[src/logic/epi_pkg.sv]
// Constants and types shared by the external pin interrupt block
package epi_pkg;
  localparam int AXI_ADDR_W = 8;
  localparam logic [7:0] OFF_SENSE = 8'h00;
  localparam logic [7:0] OFF_STATUS_SENSE = 8'h04;
  localparam logic [7:0] OFF_ENABLE = 8'h08;
  localparam logic [7:0] OFF_FLAGS = 8'h0C;
  localparam logic [7:0] OFF_PIN_STATE = 8'h10;
  localparam int BIT_ZERO_SENSE = 0;
  localparam int BIT_ONE_SENSE = 2;
  localparam int BIT_EDGE_SELECT = 6;
  localparam int BIT_LINE_ONE = 7;
  localparam int BIT_LINE_ZERO = 6;
  localparam int BIT_LINE_TWO = 5;
  localparam int BIT_WAKE_STATE = 4;
  localparam logic [3:0] RST_SENSE = 4'h0;
  localparam logic RST_EDGE_SELECT = 1'h0;
  localparam logic [2:0] RST_ENABLE = 3'h0;
  localparam logic [2:0] RST_FLAGS = 3'h0;
  localparam logic [1:0] RESP_OKAY = 2'h0;
  localparam logic [1:0] RESP_SLVERR = 2'h2;
  localparam int CLK_PERIOD_NS = 20;
  localparam int WDT_PERIOD_NS = 1000;
  localparam int WDT_TICK_CYCLES = (WDT_PERIOD_NS / CLK_PERIOD_NS < 1) ? 1 :
                                   WDT_PERIOD_NS / CLK_PERIOD_NS;
  localparam int STARTUP_CYCLES_DEF = 64;
  localparam int CNT_W = 16;

  typedef enum logic [1:0] {
    SENSE_LOW = 2'h0,
    SENSE_ANY = 2'h1,
    SENSE_FALL = 2'h2,
    SENSE_RISE = 2'h3
  } epi_sense_t;

  typedef enum logic [1:0] {
    WK_IDLE = 2'h0,
    WK_SAMPLE = 2'h1,
    WK_STARTUP = 2'h3
  } epi_wake_t;
endpackage

[src/logic/epi_pin_detect.sv]
// Two-stage pin synchroniser with edge detector
`timescale 1ns/10ps
module epi_pin_detect
  import epi_pkg::*;
(
  input wire logic core_clk_i,
  input wire logic rst_n_i,
  input wire logic run_i,
  input wire logic pin_i,
  output logic level_o,
  output logic rise_o,
  output logic fall_o
);
  typedef struct packed {
    logic s1;
    logic s2;
    logic prev;
  } epi_pin_state_t;

  epi_pin_state_t r;
  epi_pin_state_t next_r;

  always_comb begin
    next_r = r;
    next_r.s1 = pin_i;
    next_r.s2 = r.s1;
    if (run_i) begin
      next_r.prev = r.s2;
    end
  end

  always_ff @(posedge core_clk_i or negedge rst_n_i) begin
    if (!rst_n_i) begin
      r <= '{s1: 1'h1, s2: 1'h1, prev: 1'h1};
    end else begin
      r <= next_r;
    end
  end

  // Compare current sample with the previous one
  assign level_o = r.s2;
  assign rise_o = run_i & r.s2 & ~r.prev;
  assign fall_o = run_i & ~r.s2 & r.prev;
endmodule

[src/logic/epi_tick_div.sv]
// Divider making a one-cycle watchdog sampling pulse
`timescale 1ns/10ps
module epi_tick_div
  import epi_pkg::*;
#(
  parameter int DIV = WDT_TICK_CYCLES
) (
  input wire logic core_clk_i,
  input wire logic rst_n_i,
  output logic tick_o
);
  typedef struct packed {
    logic [CNT_W-1:0] cnt;
    logic tick;
  } epi_div_state_t;

  epi_div_state_t r;
  epi_div_state_t next_r;

  always_comb begin
    next_r = r;
    next_r.tick = 1'h0;
    if (r.cnt == CNT_W'(DIV - 1)) begin
      next_r.cnt = '0;
      next_r.tick = 1'h1;
    end else begin
      next_r.cnt = r.cnt + CNT_W'(1);
    end
  end

  always_ff @(posedge core_clk_i or negedge rst_n_i) begin
    if (!rst_n_i) begin
      r <= '0;
    end else begin
      r <= next_r;
    end
  end

  assign tick_o = r.tick;
endmodule

[src/logic/epi_top.sv]
// External pin interrupt controller with AXI4-Lite register access
//
// Behaviour
// - Pins request regardless of port direction
// - Line two edge only; lines zero/one level too
// - Level mode requests while pin held low
// - Sync edges on I/O clock; level, line two always
// - Level wake needs two watchdog samples low
// - Level gone after start-up: wake, no interrupt
// - Line one sense: low, any, fall, rise
// - Line zero sense: same encoding
// - Sample pin first; longer pulses always caught
// - Line two edge bit: zero fall, one rise
// - Enable bits 7,6,5 gated by global bit at irq_req_o; irq_o ungated
// - Each line requests its own vector
// - Edge sets flag at bits 7,6,5
// - Flag cleared by vector or writing one
// - Flag held clear in level mode
// - Disabled line two buffer off may set flag
`timescale 1ns/10ps
module epi_top
  import epi_pkg::*;
#(
  parameter int STARTUP_CYCLES = STARTUP_CYCLES_DEF
) (
  input wire logic core_clk_i,
  input wire logic rst_n_i,
  input wire logic ext_irq_line_zero_i,
  input wire logic ext_irq_line_one_i,
  input wire logic ext_irq_line_two_i,
  input wire logic cpu_status_word_global_i,
  input wire logic [2:0] vec_ack_i,
  input wire logic io_clk_halt_i,
  input wire logic power_down_i,
  input wire logic [AXI_ADDR_W-1:0] s_axi_awaddr_i,
  input wire logic s_axi_awvalid_i,
  output logic s_axi_awready_o,
  input wire logic [31:0] s_axi_wdata_i,
  input wire logic [3:0] s_axi_wstrb_i,
  input wire logic s_axi_wvalid_i,
  output logic s_axi_wready_o,
  output logic [1:0] s_axi_bresp_o,
  output logic s_axi_bvalid_o,
  input wire logic s_axi_bready_i,
  input wire logic [AXI_ADDR_W-1:0] s_axi_araddr_i,
  input wire logic s_axi_arvalid_i,
  output logic s_axi_arready_o,
  output logic [31:0] s_axi_rdata_o,
  output logic [1:0] s_axi_rresp_o,
  output logic s_axi_rvalid_o,
  input wire logic s_axi_rready_i,
  output logic [2:0] irq_req_o,
  output logic irq_o,
  output logic wake_o
);
  typedef struct packed {
    logic [3:0] sense;
    logic edge_sel;
    logic [2:0] en;
    logic [2:0] flags;
    logic awrdy;
    logic awhave;
    logic [AXI_ADDR_W-1:0] awaddr;
    logic wrdy;
    logic whave;
    logic [31:0] wdata;
    logic [3:0] wstrb;
    logic bvalid;
    logic [1:0] bresp;
    logic arrdy;
    logic rvalid;
    logic [31:0] rdata;
    logic [1:0] rresp;
    epi_wake_t wst;
    logic [CNT_W-1:0] cnt;
    logic [2:0] irq_req;
    logic irq;
    logic wake;
  } epi_state_t;

  epi_state_t r;
  epi_state_t next_r;

  logic [2:0] level;
  logic [2:0] rise;
  logic [2:0] fall;
  logic [2:0] set;
  logic [2:0] clr;
  logic [2:0] pend;
  logic [1:0] lvl_mode;
  logic [1:0] low;
  logic wsrc;
  logic lvl_block;
  logic do_wr;
  logic wr_ok;
  logic wdt_tick;
  logic buf_off;
  logic line_two_seen;
  epi_sense_t mode [2];

  // Sleep turns off the disabled line two input buffer
  assign buf_off = io_clk_halt_i & ~r.en[2];
  assign line_two_seen = ext_irq_line_two_i & ~buf_off;

  // Pins are read straight, whatever the port direction
  epi_pin_detect u_line_zero (
    .core_clk_i(core_clk_i),
    .rst_n_i(rst_n_i),
    .run_i(~io_clk_halt_i),
    .pin_i(ext_irq_line_zero_i),
    .level_o(level[0]),
    .rise_o(rise[0]),
    .fall_o(fall[0])
  );

  epi_pin_detect u_line_one (
    .core_clk_i(core_clk_i),
    .rst_n_i(rst_n_i),
    .run_i(~io_clk_halt_i),
    .pin_i(ext_irq_line_one_i),
    .level_o(level[1]),
    .rise_o(rise[1]),
    .fall_o(fall[1])
  );

  // Line two keeps detecting in every sleep mode
  epi_pin_detect u_line_two (
    .core_clk_i(core_clk_i),
    .rst_n_i(rst_n_i),
    .run_i(1'h1),
    .pin_i(line_two_seen),
    .level_o(level[2]),
    .rise_o(rise[2]),
    .fall_o(fall[2])
  );

  epi_tick_div #(
    .DIV(WDT_TICK_CYCLES)
  ) u_wdt_div (
    .core_clk_i(core_clk_i),
    .rst_n_i(rst_n_i),
    .tick_o(wdt_tick)
  );

  always_comb begin
    next_r = r;
    next_r.wake = 1'h0;
    mode[0] = epi_sense_t'(r.sense[BIT_ZERO_SENSE +: 2]);
    mode[1] = epi_sense_t'(r.sense[BIT_ONE_SENSE +: 2]);
    low = ~level[1:0];
    // Edge or change selection per line
    for (int i = 0; i < 2; i++) begin
      lvl_mode[i] = (mode[i] == SENSE_LOW);
      unique case (mode[i])
        SENSE_LOW: set[i] = 1'h0;
        SENSE_ANY: set[i] = rise[i] | fall[i];
        SENSE_FALL: set[i] = fall[i];
        SENSE_RISE: set[i] = rise[i];
      endcase
    end
    set[2] = r.edge_sel ? rise[2] : fall[2];
    // Write channel
    if (s_axi_awvalid_i && r.awrdy) begin
      next_r.awhave = 1'h1;
      next_r.awaddr = s_axi_awaddr_i;
    end
    if (s_axi_wvalid_i && r.wrdy) begin
      next_r.whave = 1'h1;
      next_r.wdata = s_axi_wdata_i;
      next_r.wstrb = s_axi_wstrb_i;
    end
    if (r.bvalid && s_axi_bready_i) begin
      next_r.bvalid = 1'h0;
    end
    do_wr = next_r.awhave && next_r.whave && !next_r.bvalid;
    wr_ok = (next_r.awaddr == OFF_SENSE) || (next_r.awaddr == OFF_STATUS_SENSE) ||
            (next_r.awaddr == OFF_ENABLE) || (next_r.awaddr == OFF_FLAGS) ||
            (next_r.awaddr == OFF_PIN_STATE);
    clr = vec_ack_i;
    if (do_wr) begin
      next_r.awhave = 1'h0;
      next_r.whave = 1'h0;
      next_r.bvalid = 1'h1;
      next_r.bresp = wr_ok ? RESP_OKAY : RESP_SLVERR;
      if (next_r.wstrb[0]) begin
        unique case (next_r.awaddr)
          OFF_SENSE: next_r.sense = next_r.wdata[3:0];
          OFF_STATUS_SENSE: next_r.edge_sel = next_r.wdata[BIT_EDGE_SELECT];
          OFF_ENABLE: next_r.en = {next_r.wdata[BIT_LINE_TWO],
                                   next_r.wdata[BIT_LINE_ONE],
                                   next_r.wdata[BIT_LINE_ZERO]};
          OFF_FLAGS: clr = clr | {next_r.wdata[BIT_LINE_TWO],
                                  next_r.wdata[BIT_LINE_ONE],
                                  next_r.wdata[BIT_LINE_ZERO]};
          default: next_r.bresp = next_r.bresp;
        endcase
      end
    end
    // Flags: a new event wins over a clear
    for (int i = 0; i < 3; i++) begin
      next_r.flags[i] = set[i] | (r.flags[i] & ~clr[i]);
    end
    next_r.flags[1:0] = next_r.flags[1:0] & ~lvl_mode;
    // Read channel
    if (s_axi_arvalid_i && r.arrdy) begin
      next_r.rvalid = 1'h1;
      next_r.rresp = RESP_OKAY;
      next_r.rdata = '0;
      unique case (s_axi_araddr_i)
        OFF_SENSE: next_r.rdata[3:0] = r.sense;
        OFF_STATUS_SENSE: next_r.rdata[BIT_EDGE_SELECT] = r.edge_sel;
        OFF_ENABLE: begin
          next_r.rdata[BIT_LINE_ONE] = r.en[1];
          next_r.rdata[BIT_LINE_ZERO] = r.en[0];
          next_r.rdata[BIT_LINE_TWO] = r.en[2];
        end
        OFF_FLAGS: begin
          next_r.rdata[BIT_LINE_ONE] = r.flags[1];
          next_r.rdata[BIT_LINE_ZERO] = r.flags[0];
          next_r.rdata[BIT_LINE_TWO] = r.flags[2];
        end
        OFF_PIN_STATE: begin
          next_r.rdata[2:0] = level;
          next_r.rdata[BIT_WAKE_STATE +: 2] = r.wst;
        end
        default: next_r.rresp = RESP_SLVERR;
      endcase
    end else if (r.rvalid && s_axi_rready_i) begin
      next_r.rvalid = 1'h0;
    end
    next_r.awrdy = !next_r.awhave && !next_r.bvalid;
    next_r.wrdy = !next_r.whave && !next_r.bvalid;
    next_r.arrdy = !next_r.rvalid;
    // Power-down wake filter
    wsrc = |(lvl_mode & low & r.en[1:0]);
    unique case (r.wst)
      WK_IDLE: begin
        if (power_down_i && wdt_tick && wsrc) begin
          next_r.wst = WK_SAMPLE;
        end else if (power_down_i && r.flags[2] && r.en[2]) begin
          next_r.wst = WK_STARTUP;
          next_r.cnt = CNT_W'(STARTUP_CYCLES - 1);
        end
      end
      WK_SAMPLE: begin
        if (wdt_tick) begin
          if (wsrc) begin
            next_r.wst = WK_STARTUP;
            next_r.cnt = CNT_W'(STARTUP_CYCLES - 1);
          end else begin
            next_r.wst = WK_IDLE;
          end
        end
      end
      WK_STARTUP: begin
        if (r.cnt == '0) begin
          next_r.wst = WK_IDLE;
          next_r.wake = 1'h1;
        end else begin
          next_r.cnt = r.cnt - CNT_W'(1);
        end
      end
      default: next_r.wst = WK_IDLE;
    endcase
    // Level request only once awake, and only if still low
    lvl_block = power_down_i || (r.wst != WK_IDLE);
    for (int i = 0; i < 2; i++) begin
      pend[i] = lvl_mode[i] ? (low[i] & ~lvl_block) : r.flags[i];
    end
    pend[2] = r.flags[2];
    next_r.irq_req = pend & r.en & {3{cpu_status_word_global_i}};
    next_r.irq = |(pend & r.en);
  end

  always_ff @(posedge core_clk_i or negedge rst_n_i) begin
    if (!rst_n_i) begin
      r <= '0;
      r.sense <= RST_SENSE;
      r.edge_sel <= RST_EDGE_SELECT;
      r.en <= RST_ENABLE;
      r.flags <= RST_FLAGS;
      r.wst <= WK_IDLE;
    end else begin
      r <= next_r;
    end
  end

  assign s_axi_awready_o = r.awrdy;
  assign s_axi_wready_o = r.wrdy;
  assign s_axi_bresp_o = r.bresp;
  assign s_axi_bvalid_o = r.bvalid;
  assign s_axi_arready_o = r.arrdy;
  assign s_axi_rdata_o = r.rdata;
  assign s_axi_rresp_o = r.rresp;
  assign s_axi_rvalid_o = r.rvalid;
  assign irq_req_o = r.irq_req;
  assign irq_o = r.irq;
  assign wake_o = r.wake;

  property p_lvl_flag_clear;
    @(posedge core_clk_i) disable iff (!rst_n_i)
    (mode[0] == SENSE_LOW) |=> !r.flags[0];
  endproperty
  a_lvl_flag_clear: assert property (p_lvl_flag_clear) else $error("flag set in level mode");

  property p_rise_sets;
    @(posedge core_clk_i) disable iff (!rst_n_i)
    (mode[1] == SENSE_RISE && rise[1]) |=> r.flags[1] ##1 irq_o || !r.en[1];
  endproperty
  a_rise_sets: assert property (p_rise_sets) else $error("rising edge lost");

  property p_any_sets;
    @(posedge core_clk_i) disable iff (!rst_n_i)
    (mode[0] == SENSE_ANY && (rise[0] || fall[0])) |=> r.flags[0];
  endproperty
  a_any_sets: assert property (p_any_sets) else $error("change lost");

  property p_two_fall;
    @(posedge core_clk_i) disable iff (!rst_n_i)
    (!r.edge_sel && fall[2]) |=> r.flags[2];
  endproperty
  a_two_fall: assert property (p_two_fall) else $error("line two fall lost");

  property p_w1c;
    @(posedge core_clk_i) disable iff (!rst_n_i)
    (clr[2] && !set[2]) |=> !r.flags[2];
  endproperty
  a_w1c: assert property (p_w1c) else $error("flag not cleared");

  property p_vector_req;
    @(posedge core_clk_i) disable iff (!rst_n_i)
    (r.flags[2] && r.en[2] && cpu_status_word_global_i) |=> irq_req_o[2];
  endproperty
  a_vector_req: assert property (p_vector_req) else $error("vector request missing");

  property p_global_gate;
    @(posedge core_clk_i) disable iff (!rst_n_i)
    !cpu_status_word_global_i |=> (irq_req_o == 3'h0);
  endproperty
  a_global_gate: assert property (p_global_gate) else $error("request without global");

  property p_level_req;
    @(posedge core_clk_i) disable iff (!rst_n_i)
    (lvl_mode[0] && low[0] && r.en[0] && cpu_status_word_global_i && !lvl_block)
      |=> irq_req_o[0];
  endproperty
  a_level_req: assert property (p_level_req) else $error("level request missing");

  property p_two_samples;
    @(posedge core_clk_i) disable iff (!rst_n_i)
    (r.wst == WK_SAMPLE && wdt_tick && wsrc) |=> (r.wst == WK_STARTUP);
  endproperty
  a_two_samples: assert property (p_two_samples) else $error("second sample ignored");

  property p_wake_end;
    @(posedge core_clk_i) disable iff (!rst_n_i)
    (r.wst == WK_STARTUP && r.cnt == '0) |=> wake_o && (r.wst == WK_IDLE);
  endproperty
  a_wake_end: assert property (p_wake_end) else $error("no wake after start-up");
endmodule

[config.mk]
export PLATFORM = sky130hd
export DESIGN_NAME = epi_top
export DESIGN_NICKNAME = d
export VERILOG_FILES = /design/src/logic/epi_pkg.sv /design/src/logic/epi_pin_detect.sv /design/src/logic/epi_tick_div.sv /design/src/logic/epi_top.sv
export SDC_FILE = /design/constraint.sdc
export NUM_CORES = 1
export LEC_CHECK = 0
export BUFFER_PORTS_ARGS = -buffer_cell sky130_fd_sc_hd__buf_2
export CORE_MARGIN = 10
export CORE_UTILIZATION = 57
export DETAILED_ROUTE_END_ITERATION = 7
export PLACE_DENSITY_LB_ADDON = 0.05
export SLEW_MARGIN = 20
export SYNTH_ARGS = -nofsm -noshare
export SYNTH_HDL_FRONTEND = slang
export SYNTH_SLANG_ARGS = --single-unit
[constraint.sdc]
create_clock -name core_clk_i -period 7.35 [get_ports core_clk_i]
set_clock_uncertainty 0.2 [all_clocks]
set_input_delay 0.3675 -clock core_clk_i [delete_from_list [all_inputs] [get_ports core_clk_i]]
set_output_delay 0.3675 -clock core_clk_i [all_outputs]
set_load 0.05 [all_outputs]
## After elaboration in Yosys (flattened, before gate mapping)

Index checks and enable logic that the tools add are counted.
W data, S select, Z words.

| cells by class | value |
|---|---|
| add/subtract/negate cells | 2 |
| multiply operators | 0 |
| divide/modulo/power cells | 0 |
| magnitude comparators | 0 |
| equal/unequal tests | 24 |
| shift-type cells | 0 |
| multiplexer cells | 38 |
| bitwise operators | 43 |
| reduce and logical (&&, ||, !) cells | 39 |

Operators by type and width:

| kind | count |
|---|---|
| $mux W16 | 4 |
| $pmux W16 S3 | 1 |
| $mux W37 | 1 |
| $mux W18 | 2 |
| $eq A8 B4 Y1 const B | 4 |
| $and A1 B1 Y1 | 17 |
| $add A16 B1 Y16 const B | 1 |
| $eq A16 B6 Y1 const B | 1 |
| $eq A8 B3 Y1 const B | 2 |
| $eq A8 B5 Y1 const B | 2 |
| $logic_not A16 Y1 | 1 |
| $logic_not A8 Y1 | 2 |
| $sub A16 B1 Y16 const B | 1 |
| $logic_and A1 B1 Y1 | 13 |
| $mux W1 | 13 |
| $not A1 Y1 | 13 |
| $mux W3 | 4 |
| $reduce_and A3 Y1 | 4 |
| $eq A2 B2 Y1 const B | 5 |
| $mux W2 | 5 |
| $ne A2 B2 Y1 const B | 5 |
| $mux W9 | 1 |
| $pmux W1 S4 | 2 |
| $and A2 B2 Y2 | 3 |
| 20 further kinds | 39 |

| storage, ports and cells | value |
|---|---|
| register bits after elaboration | 123 |
| bits in latches | 0 |
| memory bits (writable) | 0 |
| memory bits (read-only) | 0 |
| input bits | 68 |
| output and inout port bits | 46 |
| logic and storage cells | 181 |
| memories | 0 |

## Logic depth before layout (Yosys ltp)

Gate-level depths: netlist of run 1.

| logic depth | value |
|---|---|
| word-level depth | 11 |
| depth in mapped cells | 9 |

## Cells and area by module

Synthesis of run 1 repeated with hierarchy kept, for this count alone.

| unflattened totals | value |
|---|---|
| cells, all modules | 447 |
| area total of the unflattened synthesis | 4700.8 µm² |

By module, submodules not included:

| module | times used | cells an instance | area an instance (µm²) |
|---|---|---|---|
| epi_top | 1 | 356 | 3534.6 |
| epi_tick_div | 1 | 73 | 824.5 |
| epi_pin_detect | 3 | 6 | 113.9 |

## Worst setup path after synthesis of run 1

Ideal clock, no wire load.

| timing | value |
|---|---|
| kind | reg2reg |
| from | register r[5] (netlist name) |
| to | register r[19] (netlist name) |
| arrival | 2.296 ns |
| path slack | 4.730 ns |
| cell stages (with the launch flop) | 9 |
| buffers on the path | 1 |
| path through | dfrtp_1 -> inv_1 -> ha_1 -> or3b_2 -> clkbuf_1 -> or3_1 -> or3_1 -> and3_1 -> a211o_1 |

| between the ends | value |
|---|---|
| longest elaborated chain between the ends | 3 |
| elaborated cells between the ends (all ways) | 6 |

Ends and longest elaborated chain:

| element | RTL line | RTL |
|---|---|---|
| from (decl) | epi_top.sv:81 | `epi_state_t r;` |
| from (signal assigned) | epi_top.sv:284 | `r <= next_r;` |
| $sub A16 B1 Y16 / $logic_not A16 Y1 (equally long branches) | epi_top.sv:260, epi_top.sv:256 |  |
| $mux W16 / $ne A2 B2 Y1 (equally long branches) | -- |  |
| $pmux W16 S3 / $reduce_and A6 Y1 (equally long branches) | -- |  |

Parallel ways exist; a longest one is shown, timed or not. The select of a mux whose other input is x is not followed.
A chain may end at the register's enable or synchronous reset.

## Worst setup path in the final report of run 1

| timing | value |
|---|---|
| from | register r[5] (netlist name) |
| to | register r[9] (netlist name) |

Same word-level chain as after synthesis.

==> reports/qor.yml, run 1 <==
clock_sinks: 93
grt_pass1_wl_mm: 14.5
rsz0062_at_grt: "no"
ant_nets: 0
insertedDiodeCount: 0
nNetsFinal: 550
antenna_found_initial: 0
critPathCaptureType: "flip-flop"
maxCapViolCount: 0
hold_viol: 0
grtUsageMet2_pct: 24.9
clk_latency_ns: 0.36
synth_warnings: 0
power_density_mw_per_mm2: 246
cellLeakagePower_nw: 2.24
synth_edf_count: 0
wirelength_mm: 8.88
power.total_w: 0.00120
min_path_cells: 2
ys_ff_latch: 93
first_pass_iters: 4
grt_pass1_vias: 3040
async_reset_ff_share_pct: 100
die_area_mm2: 0.0118
place_congestion: 0.823
root_buffer: "clkbuf_8"
reg2reg_setup_slack_ns: 4.43
wire_per_inst_um: 15.2
r2r_end: "r[9]$_DFFE_PN0P_"
hold_path_end: "r[111]$_DFF_PN0_"
grt_overflow: 0
hold_path_startpoint: "vec_ack_i[1]"
worst-path-max-fanout: 10
worstSetupStartpoint: "r[5]$_DFFE_PN0P_"
fin_crit_sh_pct: 39.7
yosysSeqAreaShare_pct: 52.2
ys_types: 53
layout_commonest_cell: "dfrtp_1"
met3_usage_pct: 4.07
cts_tree: "built"
grt_usage_pct: 15.4
relSlewSlack_pct: 30.9
htree_num_levels: 3
min_period_ns: 2.92
dieHeight_um: 109
drt_iter0_drc: 117
die_w_um: 109
top_usage_layer: "met2"
r2r_start: "r[5]$_DFFE_PN0P_"
final_cell_mix: "dfrtp_1, buf_2, nand2_1"
core_mm2: 0.00769
port_buffers: 59
syn-mean-instance-area_um2: 10.5
cts_buffers: 9
grt_max_degree: 57
ys.flop_type: "dfrtp_1"
synth_area_mm2: 0.00448
ff_latch_area_mm2: 0.00234
dp_hpwl_mm: 6.59
pin_count: 114
ir_drop_mv: 0.104
gr-usage-met1_pct: 19.3
vias: 3136
reg2reg_depth: 8
drive_gt1_share_pct: 23.7
clock.fmax_mhz: 343
outcome: "finished clean"
clock_path_buffers: 2
multiInputGateArea_mm2: 0.00183
start_util_pct: 58.3
drv_slew: 0
num_rows: 32
cts_resized: 0
drc: 0
path_class: "reg2reg"
fill_cells: 649
hp-class: "in2reg"
crit_arrival_ns: 2.95
routed_via_density: 5.37
finalSetupViolCount: 0
syn_to_final_growth_pct: 8.83
worstPathRequired_ns: 7.38
path_clk_slew_ns: 0.09
timing.setup.tns_ns: 0
tightestPinTransition_ns: 1.02
synthCells: 428
start_kind: "flip-flop"
-- flip-flops by register name, summed over array words and instances (netlist names), 3 cells and up --
register / count
s_axi_rdata_o: 8
u_wdt_div.r: 16
mode: 4
irq_req_o: 3
r: 42
-- cell families (layout without fill, tap and decap cells) --
group | count (synthesis) | count (layout) | share of synthesized area, %
multiplexers | 29 | 29 | 7.15
adder cells (fa/ha/maj) | 4 | 4 | 1.12
AND/OR/NAND/NOR | 146 | 146 | 16.5
other | 1 | 26 | 0.0837
XOR/XNOR | 15 | 15 | 2.93
buffers and inverters | 65 | 94 | 8.97
flip-flops | 93 | 93 | 52.2
AO/OA/AOI/OAI | 75 | 75 | 11.0
-- worst max path at each step --
stage / depth (start not counted) / slack, ns / to
after global routing: 8 / 4.25 / r[9]$_DFFE_PN0P_
after floorplan: 8 / 4.73 / r[19]$_DFFE_PN0P_
after detailed placement: 8 / 4.45 / r[8]$_DFFE_PN0P_
final: 8 / 4.43 / r[9]$_DFFE_PN0P_
after CTS: 8 / 4.42 / r[9]$_DFFE_PN0P_
after global placement: 8 / 4.50 / r[8]$_DFFE_PN0P_
-- synthesized netlist by cell type (all sizes together) (5+ instances only) --
cell type | instances | area share, %
inv | 15 | 1.3
xnor2 | 9 | 1.8
nor4 | 10 | 1.4
mux2 | 24 | 6.0
dfstp | 9 | 5.3
mux2i | 5 | 1.1
nor3 | 15 | 1.7
or3 | 8 | 1.1
dfrtp | 84 | 47
and3 | 8 | 1.1
buf | 41 | 6.9
xor2 | 6 | 1.2
nand3 | 8 | 0.89
nor2 | 30 | 2.5
a21oi | 16 | 1.8
a22oi | 5 | 0.84
o21ai | 25 | 2.8
clkbuf | 9 | 0.75
nand2 | 41 | 3.4
or4 | 5 | 0.84
-- area by class of cell --
cell class                 count  share of cell area (%)
inverter                      15                    1.21
clock inverter                 6                   0.976
timing repair buffer          64                    7.09
tap                          102                    2.62
sequential                    93                    48.0
multi-input combinational    295                    37.6
clock buffer                   9                    2.54
-- worst max-delay path, cell delays in order (launching register included) --
cell	delay, ns
dfrtp_1	0.40
inv_1	0.13
ha_1	0.15
or4b_2	0.64
o41a_1	0.52
a211oi_4	0.44
inv_4	0.12
a21oi_1	0.15
a21oi_1	0.05
-- metal layers --
layer	wire (µm)	up-vias
li1	-	1548
met1	4020	1526
met2	4230	53
met3	523	9
met4	107	0
met5	0	-
-- repair_timing --
action                                 4_1_cts  5_1_grt
hold buffers                                 4        0
endpoints found under the hold margin       38        0
buffers inserted                             0        0
-- stage by stage --
step           hold slack [ns]  instances  util [%]  worst slack (ns)  cell area, µm²
3_5_place_dp             0.149        565      60.6              4.45            4660
2_1_floorplan           -0.128        453         -              4.73            4570
3_3_place_gp             0.146        565      60.6              4.50            4660
4_1_cts                0.00581        584      63.4              4.42            4870
5_1_grt                 0.0165        584      63.4              4.25            4870
6_report                0.0209        584      63.4              4.43            4870
-- power by group --
part / internal [W] / switching [W] / total [W]
sequential: 0.000589 / 0.0000391 / 0.000628
clock: 0.000123 / 0.000184 / 0.000307
combinational: 0.0000903 / 0.000174 / 0.000264
total: 0.000803 / 0.000397 / 0.00120
No activity file was read; power rests on OpenSTA's default activity.
==> inputs of run 2 (changes only) <==
- CORE_UTILIZATION: 57 -> 53
- clock period: 7.35 -> 2.7 ns (I/O delays scaled with it)
==> reports/qor.yml, run 2 (same netlist as run 1, synthesis figures left out) <==
fill_cells: 640  # -1.4%
ant_nets: 0  # unchanged
clk_latency_ns: 0.35  # about the same
layout_commonest_cell: "dfrtp_1"
grt_pass1_vias: 3367  # +11%
timing.setup.tns_ns: 0  # unchanged
worst-path-max-fanout: 4  # -6
dp_hpwl_mm: 6.77  # +2.6%
drc: 0  # unchanged
ir_drop_mv: 0.329  # +220%
crit_arrival_ns: 2.65  # -0.30 ns
dp.cells: 578  # +2.3%
fin_cells: 637  # +9.1%
syn_to_final_growth_pct: 21.3
pin_count: 114  # unchanged
die_w_um: 112  # +3.0%
root_buffer: "clkbuf_8"
crit_chain: "inv_2, ha_2, or3b_2, or3_4, or3_1, and3_1, a211o_1"
clock.fmax_mhz: 383  # +12%
outcome: "finished clean"
min_period_ns: 2.61  # -0.309 ns
first_pass_iters: 4  # unchanged
htree_num_levels: 3  # unchanged
clock_path_buffers: 2  # unchanged
core_mm2: 0.00822  # +6.9%
hold_viol: 0  # unchanged
die_area_mm2: 0.0125  # +6.1%
worst_path_largest_cell_delay_ns: 0.48  # -0.16 ns
port_buffers: 59  # unchanged
nNetsFinal: 599  # +8.9%
grt_overflow: 0  # unchanged
critPathCaptureType: "flip-flop"
start_kind: "flip-flop"
start_util_pct: 54.5  # -3.8 points
antenna_found_initial: 0  # unchanged
path_class: "reg2reg"
grt_pass1_wl_mm: 16.2  # +12%
grt_max_degree: 38  # -33%
power.total_w: 0.00358  # +200%
drt_iter0_drc: 142  # +21%
num_rows: 33  # +3.1%
tightestPinTransition_ns: 0.813  # -0.210 ns
routed_via_density: 5.26  # -2.0%
path_delay_family: "simple AND/OR/NAND/NOR gates"
largest_reg_flops: 42  # unchanged
fin_crit_sh_pct: 96.6  # +57 points
dieHeight_um: 112  # +3.0%
power_density_mw_per_mm2: 659  # +170%
cts_tree: "built"
worstPathRequired_ns: 2.74  # -4.64 ns
clock_sinks: 93  # unchanged
regMostFlops: "r"
vias: 3352  # +6.9%
final_cell_mix: "dfrtp_1, buf_2, nand2_1, dlygate4sd3_1, nor2_1"
grt_usage_pct: 15.3  # -0.082 points
ff_latch_area_mm2: 0.00234  # unchanged
insertedDiodeCount: 0  # unchanged
wirelength_mm: 9.61  # +8.2%
finalSetupViolCount: 0  # unchanged
hp-class: "in2reg"
wire_per_inst_um: 15.1  # -0.77%
drive_gt1_share_pct: 25.2  # +1.5 points
relSlewSlack_pct: 45.1  # +14 points
maxCapViolCount: 0  # unchanged
crit_buf_inv: 1  # -1
cts_buffers: 9  # unchanged
multiInputGateArea_mm2: 0.00186  # +1.4%
cp_slowest_cell: "or3b_2"
path_clk_slew_ns: 0.09  # about the same
cellLeakagePower_nw: 2.51  # +12%
place_congestion: 0.806  # -2.1%
drv_slew: 0  # unchanged
-- run 2: final cells by class --
class | instances | area share (%)
Multi-Input combinational cell | 295 | 34.2
Tap cell | 105 | 2.42
Clock buffer | 9 | 2.28
Clock inverter | 7 | 1.93
Inverter | 15 | 1.08
Timing Repair Buffer | 113 | 15.1
Sequential cell | 93 | 43.0
-- run 2: worst paths after layout --
| kind | startpoint | endpoint | slack (ns) | depth (start not counted) |
|---|---|---|---|---|
| worst max-delay path | r[5]$_DFFE_PN0P_ | r[19]$_DFFE_PN0P_ | 0.09 | 7 |
| worst min-delay path | s_axi_araddr_i[2] | s_axi_rdata_o[3]$_DFFE_PN0P_ | 0.03 | 4 |
| worst max register to register | r[5]$_DFFE_PN0P_ | r[19]$_DFFE_PN0P_ | 0.09 | 7 |
| worst min register to register | u_line_two.next_r[1]$_DFF_PN1_ | u_line_two.level_o$_DFF_PN1_ | 0.17 | 0 |
| max in group asynchronous | rst_n_i | u_line_two.level_o$_DFF_PN1_ | 1.50 | 3 |
| min in group asynchronous | rst_n_i | s_axi_rdata_o[6]$_DFFE_PN0P_ | 0.07 | 2 |
-- run 2: worst reg2reg max path, stage by stage (launching register included) --
cell and delay (ns):
dfrtp_1 0.41, inv_2 0.10, ha_2 0.20, or3b_2 0.48, or3_4 0.35, or3_1 0.33
and3_1 0.19, a211o_1 0.26
-- run 2: report_power, final --
group | switching, W | internal, W | leakage, nW
Combinational | 0.000503 | 0.000321 | 1.24
Sequential | 0.000108 | 0.00160 | 1.16
Clock | 0.000506 | 0.000536 | 0.112
Total | 0.00112 | 0.00246 | 2.51
-- run 2: through the flow --
stage	worst slack (ns)	util [%]	hold WS [ns]	cell area, µm²
global route	-0.000416	66.1	0.0733	5430
floorplan	0.0799	-	-0.361	4570
CTS	0.0116	65.6	0.0166	5390
finish	0.0914	66.1	0.0279	5430
global placement	0.132	57.8	-0.0778	4750
detailed placement	0.0724	57.8	-0.0775	4750
-- run 2: routing by layer --
| metal | track usage, % | share of wire (%) | up-vias |
|---|---|---|---|
| met2 | 25.2 | 49 | 72 |
| li1 | - | - | 1650 |
| met5 | 0 | 0 | - |
| met1 | 18.8 | 44 | 1623 |
| met3 | 5.42 | 6.4 | 7 |
| met4 | 3.51 | 0.71 | 0 |
-- run 2: timing repair --
item,in CTS,in global routing
hold endpoints to repair,116,0
setup endpoints to repair,0,14
resized for setup,0,9
setup buffers,0,2
hold buffers,41,0
